**src/inc/pwm_pkg.sv**
```systemverilog
// Shared constants for the pulse-width channel block
package pwm_pkg;
  // Sizes
  localparam int NCH    = 4;
  localparam int CHW    = 2;
  localparam int PW     = 16;
  localparam int ADDR_W = 8;
  localparam int CFG_W  = 6;

  // Duty scaling
  localparam logic [PW-1:0] DUTY_FULL  = 16'h8000;
  localparam int            DUTY_SHIFT = 15;

  // Register byte offsets
  localparam logic [ADDR_W-1:0] REG_CMD    = 8'h00;
  localparam logic [ADDR_W-1:0] REG_DUTY   = 8'h04;
  localparam logic [ADDR_W-1:0] REG_PERIOD = 8'h08;
  localparam logic [ADDR_W-1:0] REG_STATUS = 8'h0C;
  localparam logic [ADDR_W-1:0] REG_CFG    = 8'h10;
  localparam logic [ADDR_W-1:0] REG_RUNPER = 8'h20;
  localparam logic [ADDR_W-1:0] REG_END    = 8'h30;

  // Command word fields and codes
  localparam int        CMD_OP_LSB = 0;
  localparam int        CMD_CH_LSB = 4;
  localparam logic [1:0] OP_DUTY   = 2'h1;
  localparam logic [1:0] OP_PD     = 2'h2;
  localparam logic [1:0] OP_IDLE   = 2'h3;

  // Channel config fields
  localparam int         CFG_POL       = 0;
  localparam int         CFG_IDLE      = 1;
  localparam int         CFG_CLASS_LSB = 2;
  localparam int         CFG_DEFD      = 4;
  localparam int         CFG_DEFP      = 5;
  localparam logic [1:0] CLS_FIXED     = 2'h0;
  localparam logic [1:0] CLS_SHIFT     = 2'h1;
  localparam logic [1:0] CLS_VAR       = 2'h2;

  // Status fields
  localparam int ST_PWM_LSB  = 0;
  localparam int ST_IDLE_LSB = 8;
  localparam int ST_PEND_LSB = 16;

  // Reset values
  localparam logic [CFG_W-1:0] CFG_RST    = 6'h00;
  localparam logic [PW-1:0]    STAGE_RST  = 16'h0000;
  localparam logic [PW-1:0]    PERIOD_DEF = 16'h0064;
  localparam logic [PW-1:0]    DUTY_DEF   = 16'h0000;

  // Build-time options
  localparam logic DUTY_CMD_PRESENT   = 1'b1;
  localparam logic PD_CMD_PRESENT     = 1'b1;
  localparam logic IDLE_CMD_PRESENT   = 1'b1;
  localparam logic DEFER_DUTY_BUILT   = 1'b1;
  localparam logic DEFER_PERIOD_BUILT = 1'b1;

  // Bus responses
  localparam logic [1:0] RESP_OKAY   = 2'h0;
  localparam logic [1:0] RESP_SLVERR = 2'h2;
endpackage

```
**src/logic/pwm_lane.sv**
```systemverilog
// One pulse-width channel: counter, comparator, pending update, idle
`timescale 1ns/1ps
module pwm_lane (
  // Clock and reset
  input  wire logic                  i_clk,
  input  wire logic                  i_rst,
  // Command strobes and values
  input  wire logic                  i_duty_cmd,
  input  wire logic                  i_pd_cmd,
  input  wire logic                  i_idle_cmd,
  input  wire logic [pwm_pkg::PW-1:0] i_duty,
  input  wire logic [pwm_pkg::PW-1:0] i_period,
  // Channel configuration
  input  wire logic                  i_pol,
  input  wire logic                  i_idle_lvl,
  input  wire logic                  i_variable,
  input  wire logic                  i_defer_duty,
  input  wire logic                  i_defer_period,
  // Channel state
  output logic                       o_pwm,
  output logic                       o_idle,
  output logic                       o_pend,
  output logic [pwm_pkg::PW-1:0]     o_period
);
  import pwm_pkg::*;

  typedef struct packed {
    logic [PW-1:0] cnt;
    logic [PW-1:0] per;
    logic [PW-1:0] duty;
    logic [PW-1:0] thr;
    logic [PW-1:0] pend_duty;
    logic [PW-1:0] pend_per;
    logic          pend;
    logic          pend_per_ok;
    logic          idle;
    logic          pwm;
  } lane_t;

  lane_t q;
  lane_t next_q;
  logic  bnd;
  logic  defer;
  logic  [PW-1:0] per_a;

  function automatic logic [PW-1:0] clamp(input logic [PW-1:0] d);
    return (d > DUTY_FULL) ? DUTY_FULL : d;
  endfunction

  function automatic logic [PW-1:0] thr_of(input logic [PW-1:0] p,
                                            input logic [PW-1:0] d);
    logic [2*PW-1:0] prod;
    prod = p * d;
    return prod[DUTY_SHIFT +: PW];
  endfunction

  always_comb begin
    next_q = q;
    per_a  = q.per;
    bnd    = (q.per == '0) || (q.cnt == q.per - 16'h0001);
    next_q.cnt = bnd ? '0 : q.cnt + 16'h0001;
    defer = q.pend_per_ok ? (i_defer_period && DEFER_PERIOD_BUILT)
                          : (i_defer_duty && DEFER_DUTY_BUILT);
    // Pending pair lands only at a period boundary unless stopped and not deferred
    if (q.pend && (bnd || (!defer && (q.idle || q.per == '0)))) begin
      per_a            = q.pend_per_ok ? q.pend_per : q.per;
      next_q.per       = per_a;
      next_q.duty      = q.pend_duty;
      next_q.thr       = thr_of(per_a, q.pend_duty);
      next_q.idle      = 1'b0;
      next_q.pend      = 1'b0;
      if (!bnd) begin
        next_q.cnt = '0;
      end
    end
    if (i_idle_cmd) begin
      next_q.idle = 1'b1;
      next_q.pend = 1'b0;
    end else if (i_duty_cmd || i_pd_cmd) begin
      next_q.pend        = 1'b1;
      next_q.pend_duty   = clamp(i_duty);
      next_q.pend_per_ok = i_pd_cmd && i_variable;
      next_q.pend_per    = i_period;
    end
    if (next_q.idle) begin
      next_q.pwm = i_idle_lvl;
    end else if (next_q.per == '0) begin
      next_q.pwm = ~i_pol;
    end else begin
      next_q.pwm = (next_q.cnt < next_q.thr) ? i_pol : ~i_pol;
    end
  end

  always_ff @(posedge i_clk) begin
    if (i_rst) begin
      q      <= '0;
      q.per  <= PERIOD_DEF;
      q.duty <= DUTY_DEF;
      q.thr  <= thr_of(PERIOD_DEF, DUTY_DEF);
      q.idle <= 1'b1;
    end else begin
      q <= next_q;
    end
  end

  assign o_pwm    = q.pwm;
  assign o_idle   = q.idle;
  assign o_pend   = q.pend;
  assign o_period = q.per;

  zero_per_a: assert property (@(posedge i_clk) disable iff (i_rst)
    (q.per == '0 && !q.idle && $stable(i_pol)) |-> q.pwm != i_pol)
    else $error("zero period output not inactive");
  full_duty_a: assert property (@(posedge i_clk) disable iff (i_rst)
    (q.duty == DUTY_FULL && q.per != '0 && !q.idle && $stable(i_pol))
    |-> q.pwm == i_pol)
    else $error("full duty output not active");
  zero_duty_a: assert property (@(posedge i_clk) disable iff (i_rst)
    (q.duty == '0 && !q.idle && $stable(i_pol)) |-> q.pwm != i_pol)
    else $error("zero duty output not inactive");
  duty_clamp_a: assert property (@(posedge i_clk) disable iff (i_rst)
    i_duty_cmd ##1 q.pend |-> q.pend_duty <= DUTY_FULL)
    else $error("duty not clamped");
  cnt_range_a: assert property (@(posedge i_clk) disable iff (i_rst)
    q.per != '0 |-> q.cnt < q.per)
    else $error("counter beyond period");
  defer_hold_a: assert property (@(posedge i_clk) disable iff (i_rst)
    (q.pend && !q.idle && q.per != '0 && q.cnt != q.per - 16'h0001)
    |=> $stable(q.duty) && $stable(q.per))
    else $error("update landed inside a period");
  idle_hold_a: assert property (@(posedge i_clk) disable iff (i_rst)
    (q.idle && !q.pend) |=> q.idle)
    else $error("idle left without command");
  fixed_per_a: assert property (@(posedge i_clk) disable iff (i_rst)
    (i_pd_cmd && !i_variable && !i_idle_cmd) |=> !q.pend_per_ok)
    else $error("fixed channel took a period");
endmodule

```
**src/logic/pwm_channel_duty_period_update.sv**
```systemverilog
// Multi-channel pulse-width generator with AXI4-Lite command registers
`timescale 1ns/1ps
module pwm_channel_duty_period_update (
  // Clock and reset
  input  wire logic                          I_SYS_CLK,
  input  wire logic                          I_SYS_RST,
  // AXI4-Lite write address
  input  wire logic [pwm_pkg::ADDR_W-1:0]    I_AWADDR,
  input  wire logic                          I_AWVALID,
  output logic                               O_AWREADY,
  // AXI4-Lite write data
  input  wire logic [31:0]                   I_WDATA,
  input  wire logic [3:0]                    I_WSTRB,
  input  wire logic                          I_WVALID,
  output logic                               O_WREADY,
  // AXI4-Lite write response
  output logic [1:0]                         O_BRESP,
  output logic                               O_BVALID,
  input  wire logic                          I_BREADY,
  // AXI4-Lite read address
  input  wire logic [pwm_pkg::ADDR_W-1:0]    I_ARADDR,
  input  wire logic                          I_ARVALID,
  output logic                               O_ARREADY,
  // AXI4-Lite read data
  output logic [31:0]                        O_RDATA,
  output logic [1:0]                         O_RRESP,
  output logic                               O_RVALID,
  input  wire logic                          I_RREADY,
  // Channel outputs
  output logic [pwm_pkg::NCH-1:0]            O_PWM
);
  import pwm_pkg::*;

  typedef enum logic [1:0] {
    WR_COLLECT = 2'b01,
    WR_RESP    = 2'b10
  } wr_state_t;

  typedef struct packed {
    wr_state_t                 wr_st;
    logic                      awready;
    logic                      wready;
    logic                      aw_have;
    logic                      w_have;
    logic [ADDR_W-1:0]         awaddr;
    logic [31:0]               wdata;
    logic [3:0]                wstrb;
    logic                      bvalid;
    logic [1:0]                bresp;
    logic                      arready;
    logic                      rvalid;
    logic [31:0]               rdata;
    logic [1:0]                rresp;
    logic [PW-1:0]             duty_stage;
    logic [PW-1:0]             per_stage;
    logic [NCH-1:0][CFG_W-1:0] cfg;
    logic [NCH-1:0]            cmd_duty;
    logic [NCH-1:0]            cmd_pd;
    logic [NCH-1:0]            cmd_idle;
  } top_t;

  top_t q;
  top_t next_q;

  logic [NCH-1:0]         lane_pwm;
  logic [NCH-1:0]         lane_idle;
  logic [NCH-1:0]         lane_pend;
  logic [NCH-1:0][PW-1:0] lane_per;

  logic [ADDR_W-1:0] wa;
  logic [ADDR_W-1:0] ra;
  logic [31:0]       wv;
  logic [31:0]       rd;
  logic [1:0]        op;
  logic [CHW-1:0]    ch;

  // Word-aligned address inside the map
  function automatic logic known(input logic [ADDR_W-1:0] a);
    return a < REG_END;
  endfunction

  // Config slot index of an address
  function automatic logic [CHW-1:0] slot(input logic [ADDR_W-1:0] a);
    return a[2 +: CHW];
  endfunction

  // Byte-lane merge of a write into an old word
  function automatic logic [31:0] merge(input logic [31:0] old,
                                        input logic [31:0] val,
                                        input logic [3:0]  strb);
    logic [31:0] res;
    res = old;
    for (int b = 0; b < 4; b++) begin
      if (strb[b]) begin
        res[8*b +: 8] = val[8*b +: 8];
      end
    end
    return res;
  endfunction

  always_comb begin
    next_q   = q;
    wa       = {q.awaddr[ADDR_W-1:2], 2'b00};
    ra       = {I_ARADDR[ADDR_W-1:2], 2'b00};
    wv       = '0;
    rd       = '0;
    op       = q.wdata[CMD_OP_LSB +: 2];
    ch       = q.wdata[CMD_CH_LSB +: CHW];
    next_q.cmd_duty = '0;
    next_q.cmd_pd   = '0;
    next_q.cmd_idle = '0;

    // Write channel capture, either order
    if (I_AWVALID && q.awready) begin
      next_q.awaddr  = I_AWADDR;
      next_q.aw_have = 1'b1;
      next_q.awready = 1'b0;
    end
    if (I_WVALID && q.wready) begin
      next_q.wdata  = I_WDATA;
      next_q.wstrb  = I_WSTRB;
      next_q.w_have = 1'b1;
      next_q.wready = 1'b0;
    end

    case (q.wr_st)
      WR_COLLECT: begin
        if (q.aw_have && q.w_have) begin
          next_q.bvalid = 1'b1;
          next_q.bresp  = known(wa) ? RESP_OKAY : RESP_SLVERR;
          next_q.wr_st  = WR_RESP;
          if (wa == REG_CMD && q.wstrb[0]) begin
            if (op == OP_DUTY && DUTY_CMD_PRESENT) begin
              next_q.cmd_duty[ch] = 1'b1;
            end
            if (op == OP_PD && PD_CMD_PRESENT) begin
              next_q.cmd_pd[ch] = 1'b1;
            end
            if (op == OP_IDLE && IDLE_CMD_PRESENT) begin
              next_q.cmd_idle[ch] = 1'b1;
            end
          end else if (wa == REG_DUTY) begin
            wv = merge({16'h0000, q.duty_stage}, q.wdata, q.wstrb);
            next_q.duty_stage = wv[PW-1:0];
          end else if (wa == REG_PERIOD) begin
            wv = merge({16'h0000, q.per_stage}, q.wdata, q.wstrb);
            next_q.per_stage = wv[PW-1:0];
          end else if (wa >= REG_CFG && wa < REG_RUNPER) begin
            wv = merge({26'h000_0000, q.cfg[slot(wa)]},
                       q.wdata, q.wstrb);
            next_q.cfg[slot(wa)] = wv[CFG_W-1:0];
          end
        end
      end
      WR_RESP: begin
        if (I_BREADY) begin
          next_q.bvalid  = 1'b0;
          next_q.aw_have = 1'b0;
          next_q.w_have  = 1'b0;
          next_q.awready = 1'b1;
          next_q.wready  = 1'b1;
          next_q.wr_st   = WR_COLLECT;
        end
      end
      default: begin
        next_q.wr_st = WR_COLLECT;
      end
    endcase

    // Read mux
    if (ra == REG_DUTY) begin
      rd[PW-1:0] = q.duty_stage;
    end else if (ra == REG_PERIOD) begin
      rd[PW-1:0] = q.per_stage;
    end else if (ra == REG_STATUS) begin
      rd[ST_PWM_LSB +: NCH]  = lane_pwm;
      rd[ST_IDLE_LSB +: NCH] = lane_idle;
      rd[ST_PEND_LSB +: NCH] = lane_pend;
    end else if (ra >= REG_CFG && ra < REG_RUNPER) begin
      rd[CFG_W-1:0] = q.cfg[slot(ra)];
    end else if (ra >= REG_RUNPER && known(ra)) begin
      rd[PW-1:0] = lane_per[slot(ra)];
    end

    if (I_ARVALID && q.arready) begin
      next_q.arready = 1'b0;
      next_q.rvalid  = 1'b1;
      next_q.rdata   = rd;
      next_q.rresp   = known(ra) ? RESP_OKAY : RESP_SLVERR;
    end else if (q.rvalid && I_RREADY) begin
      next_q.rvalid  = 1'b0;
      next_q.arready = 1'b1;
    end
  end

  always_ff @(posedge I_SYS_CLK) begin
    if (I_SYS_RST) begin
      q            <= '0;
      q.wr_st      <= WR_COLLECT;
      q.awready    <= 1'b1;
      q.wready     <= 1'b1;
      q.arready    <= 1'b1;
      q.bresp      <= RESP_OKAY;
      q.rresp      <= RESP_OKAY;
      q.duty_stage <= STAGE_RST;
      q.per_stage  <= STAGE_RST;
      q.cfg        <= {NCH{CFG_RST}};
    end else begin
      q <= next_q;
    end
  end

  // One lane per channel, each on its own strobes
  for (genvar g = 0; g < NCH; g++) begin : g_lane
    pwm_lane u_lane (
      .i_clk          (I_SYS_CLK),
      .i_rst          (I_SYS_RST),
      .i_duty_cmd     (q.cmd_duty[g]),
      .i_pd_cmd       (q.cmd_pd[g]),
      .i_idle_cmd     (q.cmd_idle[g]),
      .i_duty         (q.duty_stage),
      .i_period       (q.per_stage),
      .i_pol          (q.cfg[g][CFG_POL]),
      .i_idle_lvl     (q.cfg[g][CFG_IDLE]),
      .i_variable     (q.cfg[g][CFG_CLASS_LSB +: 2] == CLS_VAR),
      .i_defer_duty   (q.cfg[g][CFG_DEFD]),
      .i_defer_period (q.cfg[g][CFG_DEFP]),
      .o_pwm          (lane_pwm[g]),
      .o_idle         (lane_idle[g]),
      .o_pend         (lane_pend[g]),
      .o_period       (lane_per[g])
    );

    idle_now_a: assert property (@(posedge I_SYS_CLK)
      disable iff (I_SYS_RST)
      (q.cmd_idle[g] && $stable(q.cfg[g]))
      |=> lane_pwm[g] == q.cfg[g][CFG_IDLE] && lane_idle[g])
      else $error("idle level not reached next cycle");

    restart_a: assert property (@(posedge I_SYS_CLK)
      disable iff (I_SYS_RST)
      (lane_idle[g] && !lane_pend[g] && q.cmd_duty[g] == 1'b0
       && q.cmd_pd[g] == 1'b0) |=> lane_idle[g])
      else $error("lane left idle on its own");
  end

  assign O_AWREADY = q.awready;
  assign O_WREADY  = q.wready;
  assign O_BRESP   = q.bresp;
  assign O_BVALID  = q.bvalid;
  assign O_ARREADY = q.arready;
  assign O_RDATA   = q.rdata;
  assign O_RRESP   = q.rresp;
  assign O_RVALID  = q.rvalid;
  assign O_PWM     = lane_pwm;

  // Checks on the command path and the bus
  sel_only_a: assert property (@(posedge I_SYS_CLK)
    disable iff (I_SYS_RST)
    $onehot0({q.cmd_duty, q.cmd_pd, q.cmd_idle}))
    else $error("command reached more than one lane");

  cmd_src_a: assert property (@(posedge I_SYS_CLK)
    disable iff (I_SYS_RST)
    (|{q.cmd_duty, q.cmd_pd, q.cmd_idle})
    |-> $past(q.wr_st == WR_COLLECT && q.aw_have && q.w_have)
        && q.wr_st == WR_RESP)
    else $error("command strobe without a command write");

  no_block_a: assert property (@(posedge I_SYS_CLK)
    disable iff (I_SYS_RST)
    (q.wr_st == WR_COLLECT && q.aw_have && q.w_have)
    |=> q.bvalid)
    else $error("write answer delayed");

  bresp_hold_a: assert property (@(posedge I_SYS_CLK)
    disable iff (I_SYS_RST)
    (q.bvalid && !I_BREADY) |=> q.bvalid && $stable(q.bresp))
    else $error("write answer dropped early");

  rd_err_a: assert property (@(posedge I_SYS_CLK)
    disable iff (I_SYS_RST)
    (I_ARVALID && q.arready && !known({I_ARADDR[ADDR_W-1:2], 2'b00}))
    |=> q.rvalid && q.rresp == RESP_SLVERR)
    else $error("unmapped read not refused");

  rd_lat_a: assert property (@(posedge I_SYS_CLK)
    disable iff (I_SYS_RST)
    (I_ARVALID && q.arready) |=> q.rvalid && !q.arready)
    else $error("read answer not one cycle later");

  duty_cov: cover property (@(posedge I_SYS_CLK)
    disable iff (I_SYS_RST)
    q.cmd_duty[1] ##[1:40] !lane_pend[1]);

  pd_cov: cover property (@(posedge I_SYS_CLK)
    disable iff (I_SYS_RST)
    q.cmd_pd[1] ##[1:40] !lane_pend[1]);

  idle_cov: cover property (@(posedge I_SYS_CLK)
    disable iff (I_SYS_RST)
    q.cmd_idle[2] ##1 lane_idle[2]);
endmodule

```
**config.mk**
```make
export PLATFORM = sky130hd
export DESIGN_NAME = pwm_channel_duty_period_update
export DESIGN_NICKNAME = d
export VERILOG_FILES = /design/src/inc/pwm_pkg.sv /design/src/logic/pwm_lane.sv /design/src/logic/pwm_channel_duty_period_update.sv
export SDC_FILE = /design/constraint.sdc
export NUM_CORES = 2
export LEC_CHECK = 0
export BUFFER_PORTS_ARGS = -buffer_cell sky130_fd_sc_hd__buf_2
export CORE_MARGIN = 4
export CORE_UTILIZATION = 45
export CTS_CLUSTER_SIZE = 30
export DETAILED_ROUTE_END_ITERATION = 6
export PLACE_DENSITY_LB_ADDON = 0.05
export SKIP_LAST_GASP = 1
export SYNTH_ARGS = -nofsm -noshare
export SYNTH_HDL_FRONTEND = slang
export SYNTH_HIERARCHICAL = 1
export SYNTH_SLANG_ARGS = --single-unit
```
**constraint.sdc**
```tcl
create_clock -name I_SYS_CLK -period 12 [get_ports I_SYS_CLK]
set_input_delay 1.8 -clock I_SYS_CLK [delete_from_list [all_inputs] [get_ports I_SYS_CLK]]
set_output_delay 1.8 -clock I_SYS_CLK [all_outputs]
set_load 0.02 [all_outputs]
```
---- After elaboration in Yosys (flattened, before gate mapping) ----
Index checks and enable logic that the tools add are counted.
cells by class
  add/sub/neg operators ................... 8
  $mul .................................... 4
  $lt $le $gt $ge ......................... 17
  eq/ne operators ......................... 20
  multiplexer cells ....................... 94
  bitwise operators ....................... 16
  reductions and logical operators ........ 77
operator list
  cell                                                        count
  2-to-1 mux 16 bit                                           17
  2-to-1 mux 64 bit                                           4
  logical NOT 16 bit                                          8
  multiplier 16 x 16 -> 31 bit                                4
  2-to-1 mux 6 bit                                            12
  adder 16 x 1 -> 16 bit, second input constant               4
  equality test 16 bit                                        4
  less-than comparator 16 bit                                 4
  subtractor 16 x 1 -> 16 bit, second input constant          4
  2-to-1 mux 1 bit                                            34
  binary-select mux 16 bit (select 2 bit)                     1
  less-than comparator 8 x 6 -> 1 bit, second input constant  4
  2-to-1 mux 4 bit                                            8
  binary-select mux 6 bit (select 2 bit)                      2
  bitwise mux 24 bit                                          1
  logical AND 1 bit                                           23
  equality test 6 x 2 -> 1 bit, second input constant         3
  2-to-1 mux 2 bit                                            9
  AND reduction 6 bit                                         3
  >= comparator 8 x 5 -> 1 bit, second input constant         2
  > comparator 16 bit, second input constant                  1
  logical OR 1 bit                                            16
  NOT 1 bit                                                   16
  OR reduction 5 bit                                          3
  other kinds (20)                                            49
word-level totals
  register bits after elaboration ......... 527
  bits of input ports ..................... 59
  output and inout bits ................... 45
  logic and storage cells ................. 301

---- Depth between registers and ports, before layout ----
  depth after elaboration ................. 10
  mapped depth ............................ 38
  gate-level depth less buffers ........... 35

---- By module ----
The synthesis kept the hierarchy.
modules (own cells, without submodules)
  module                          instances  cells each  area an instance (µm²)  sequential area each (µm²)
  pwm_lane (g_lane[3].u_lane)     1          1442        12456.9                 1681.6
  pwm_lane (g_lane[0].u_lane)     1          1447        12426.9                 1681.6
  pwm_lane (g_lane[1].u_lane)     1          1433        12296.8                 1681.6
  pwm_lane (g_lane[2].u_lane)     1          1413        12241.7                 1681.6
  pwm_channel_duty_period_update  1          614         5948.2                  2462.4

---- Worst setup path before layout ----
Ideal clock, no wire load.
  path type ............................... reg2reg
  from .................................... reg g_lane[0].u_lane/q[2] (netlist name)
  to ...................................... reg g_lane[0].u_lane.q, in the netlist g_lane[0].u_lane/o_pwm
  library setup time ...................... 86 ps
  data arrival time ....................... 9141 ps
  required time ........................... 11914 ps
  setup slack ............................. 2773 ps
  cell stages (with the launch flop) ...... 39
  path buffers ............................ 4
  period minus slack after synthesis ...... 9227 ps
  cell sequence ........................... dfxtp_1 clkbuf_1 clkbuf_1 clkbuf_1 mux2_2 clkbuf_1 nand2_1 fa_1 inv_1 fa_1 inv_1 fa_1 inv_1 fa_1 fa_1 inv_1 fa_1 inv_1 [3 not listed] a21o_1 and2_1 or3_1 a221o_1 a2111oi_0 a41o_1 o22ai_1 ha_1 a21o_1 a21o_1 a21oi_1 o211ai_1 a211o_1 a31oi_1 mux2i_1 a211oi_2 xor2_1 a211oi_1
between the ends
  word-level cells in the longest chain between the ends .. 10
  elaborated cells on any way between the ends .. 15
  classes of those cells .................. 1 x mul; 1 x order compare; 8 x mux; 5 x reduce/logical
RTL lines
  element                                                                               RTL line         text
  start, declared                                                                       pwm_lane.sv:40   lane_t q;
  start signal, assigned                                                                pwm_lane.sv:102  q <= next_q;
  parallel branches: the longest is 9 deep, another holds multiplier 16 x 16 -> 31 bit  --
  2-to-1 mux 1 bit *                                                                    pwm_lane.sv:85   if (next_q.idle) begin
Every way passes the cells marked *.
A chain may end at the register's enable or synchronous reset.

---- Worst setup path in the final report ----
  from .................................... reg g_lane[1].u_lane/q[2] (netlist name)
  to ...................................... reg g_lane[1].u_lane.q, in the netlist g_lane[1].u_lane/o_pwm
between the ends
  word-level cells in the longest chain between the ends .. 10
  elaborated cells on any way between the ends .. 15
  classes of those cells .................. 1 x mul; 1 x order compare; 8 x mux; 5 x reduce/logical
RTL lines
  element                                                                               RTL line
  start, declared                                                                       pwm_lane.sv:40
  start signal, assigned                                                                pwm_lane.sv:102
  parallel branches: the longest is 9 deep, another holds multiplier 16 x 16 -> 31 bit  --
  2-to-1 mux 1 bit *                                                                    pwm_lane.sv:85
Marked as above.

==> flow_summary.toml <==
[logic_synthesis]
ys_seq_area_frac = 0.1660
ys_top_cells_by_area = "fa_1 28%, dfxtp_1 17%, ha_1 10%, inv_1 6.5%, nand2_1 6.1%"
syn_avg_cell_area_sq_um = 8.721
synth_ff_type = "dfxtp_1"
async_flop_share = 0
synth.most_common_cell = "inv_1"
synthTopCellsByCount = "953 x inv_1, 896 x nand2_1, 768 x fa_1"
yosys_register_bits = 459
synth_cell_types = 106
synth_top_area_share = 0.2777
ys_warn_count = 6
synthCells = 6349
synth-edff-count = 0
synth_top_cell_by_area = "fa_1"
netlist_area_sq_um = 55370

[route]
wirelength_microns = 163700
drc = 0
drtIter0Drc = 3046
num_vias = 41952
wl_per_cell_microns = 20.98
postRouteAntennaNets = 0
viasPerCell = 5.378
first_pass_iters = 5

[critical_path]
critPathRequiredTime_ps = 12540
worstSetupStartpointType = "flop"
cp_max_fo = 24
slowest_delay_ps = 1050
cp_slowest_cell = "dfxtp_1"
crit_buf_inv = 6
path_class = "reg2reg"
r2r_start = "g_lane[1].u_lane/q[2]$_SDFFE_PP0P_"
cp.arrival_ps = 10900
end_kind = "flop"
setup.worst_path.start = "g_lane[1].u_lane/q[2]$_SDFFE_PP0P_"
path_delay_family = "adder cells"
cp_common_cell = "fa_1"

[floorplanning]
start_util = 0.4537
coreArea_sq_um = 122000
ioPinCount = 104
rows = 128
die_area_sq_um = 128700
die_x_microns = 358.8
die_y_microns = 358.8

[power_and_ir_drop]
ir_drop_uv = 130.9
power.density_nw_per_um2 = 61.07
p_leak_nw = 27.53

[min_path]
hold_start = "g_lane[0].u_lane/q[14]$_SDFFE_PP0P_"
hold_class = "reg2reg"

[global_routing]
overflow = 0
grt_use_total = 0.2578
antenna_found_initial = 16
grt_max_degree = 139
grt_pass1_vias = 42885
grt_pass1_wl_microns = 257600

[sta]
hold_violations = 0
tns_ps = 0
max_slew_margin = 0.1610
period_minus_slack_ps = 10360
fin_crit_sh = 0.8634
setup_viol = 0
max_freq_mhz = 96.51
final_max_slew_viol_count = 0
timing_worst_slew_pin_value_ps = 1253
grt_setup_unrepaired = "false"
finalClockSkew_ps = 54.95

[cts]
tritoncts = "yes"
clkSlewWorstSetupHoldPaths_ps = 60
hold_buffers = 0
post_cts_buffers = 0
cts_resized = 0
htree_levels = 2
clock_latency_ps = 650
cts_inserted_buffers = 55
cts_num_sinks = 459
cts-root-buf = "clkbuf_16"
clock_path_buffers = 3

[placement]
place.gp.congestion = 0.8712
dp_hpwl_microns = 122600
io_buffers = 67
dpl-instance-area_sq_um = 56240

[finish]
final_cell_area_sq_um = 58240
fin_nets = 7410
final_core_util = 0.4773
area_delta_synth_final_pct = 5.190
drive_gt1_frac = 0.05982

[flow_run]
maxCapViolCount = 0

[outcome]
outcome = "completed"
[logic make-up (layout without fill, tap and decap cells)]
kind of cell / after synthesis / in the layout / synth area share
fa+ha+maj: 1224 / 1224 / 0.3807
simple gates: 2248 / 2248 / 0.1998
mux: 179 / 179 / 0.03995
other cells: 1 / 21 / 0.00006773
compound gates: 661 / 661 / 0.07843
flops: 459 / 459 / 0.1660
xor+xnor: 214 / 214 / 0.03410
buf+inv: 1363 / 1170 / 0.1010
[tightest hold or removal path, stage by stage, from the launching register on]
cell and delay (ps):
dfxtp_1 310, nand2_1 50, a21oi_1 50
[cells in the final DEF (no fill, tap or decap), types with 12 or more instances in the layout]
cell / n
ha_1: 456
dfxtp_1: 459
inv_1: 953
a21oi_1: 242
clkbuf_8: 17
nor2_1: 385
a221oi_1: 17
xor2_1: 74
nand2_1: 895
or3_1: 17
nor2b_1: 85
a211o_1: 12
a21o_1: 59
mux2_2: 55
a22oi_1: 48
o21bai_1: 12
nand2b_1: 30
nand4_1: 42
mux2i_1: 95
o21a_1: 15
clkbuf_16: 55
and2_1: 408
nor3_1: 114
fa_1: 768
and3_1: 28
mux4_2: 28
a31oi_1: 14
nand3_1: 73
nor4_1: 43
or2_2: 15
o211ai_1: 18
nand3b_1: 23
xnor2_1: 139
o21ai_1: 16
conb_1: 14
a211oi_1: 55
o21ai_0: 61
buf_2: 66
buf_4: 50
[state kept, by name, indices dropped and copies added, names as in the netlist]
name,flops
g_lane.u_lane/o_period,64
g_lane.u_lane/o_idle,4
O_BRESP,1
O_ARREADY,1
O_RRESP,1
ch,2
q,92
O_AWREADY,1
g_lane.u_lane/o_pwm,4
O_BVALID,1
g_lane.u_lane/q,260
O_RVALID,1
g_lane.u_lane/o_pend,4
op,2
O_WREADY,1
O_RDATA,20
[layer usage]
metal	up-vias	share of wire	GRT usage
met3	202	0.058	0.04104
met1	21133	0.47	0.3714
li1	19652	-	-
met5	-	0.00021	0
met4	6	0.022	0.05790
met2	959	0.45	0.4089
[final timing paths]
check	end	cells past startpoint	slack [ps]
min	g_lane[0].u_lane/q[14]$_SDFFE_PP0P_	2	450
max reg2reg	g_lane[1].u_lane/o_pwm$_SDFF_PP0_	34	1640
max	g_lane[1].u_lane/o_pwm$_SDFF_PP0_	34	1640
min reg2reg	g_lane[0].u_lane/q[14]$_SDFFE_PP0P_	2	450
[cell type report]
class / instances / area [sq um]
Inverter: 953 / 3577
Multi-Input combinational cell: 4540 / 40700
Tap cell: 1625 / 2033
Sequential cell: 459 / 9189
Clock inverter: 21 / 357.8
Timing Repair Buffer: 118 / 740.7
Clock buffer: 78 / 1633
Antenna cell: 7 / 17.52
Fill cell: 12044 / 63790
[through the flow]
step | hold slack, ps | power [mW] | setup slack [ps] | instances
after floorplan | 432.9 | 1.703 | 2773 | 6362
after global placement | 437.8 | 1.753 | 1651 | 7695
after detailed placement | 442.8 | 1.754 | 1615 | 7695
after CTS | 449.2 | 3.587 | 1582 | 7794
after global routing | 462.0 | 3.664 | 963.3 | 7794
final | 450.5 | 3.557 | 1639 | 7801
[where the power goes]
part | internal, mW | switching [mW] | leakage [nW]
registers | 1.54 | 0.0259 | 3.71
clock network | 1.10 | 0.735 | 0.964
logic | 0.0505 | 0.107 | 22.9
total | 2.69 | 0.868 | 27.5
No activity file was read; power rests on OpenSTA's default activity.
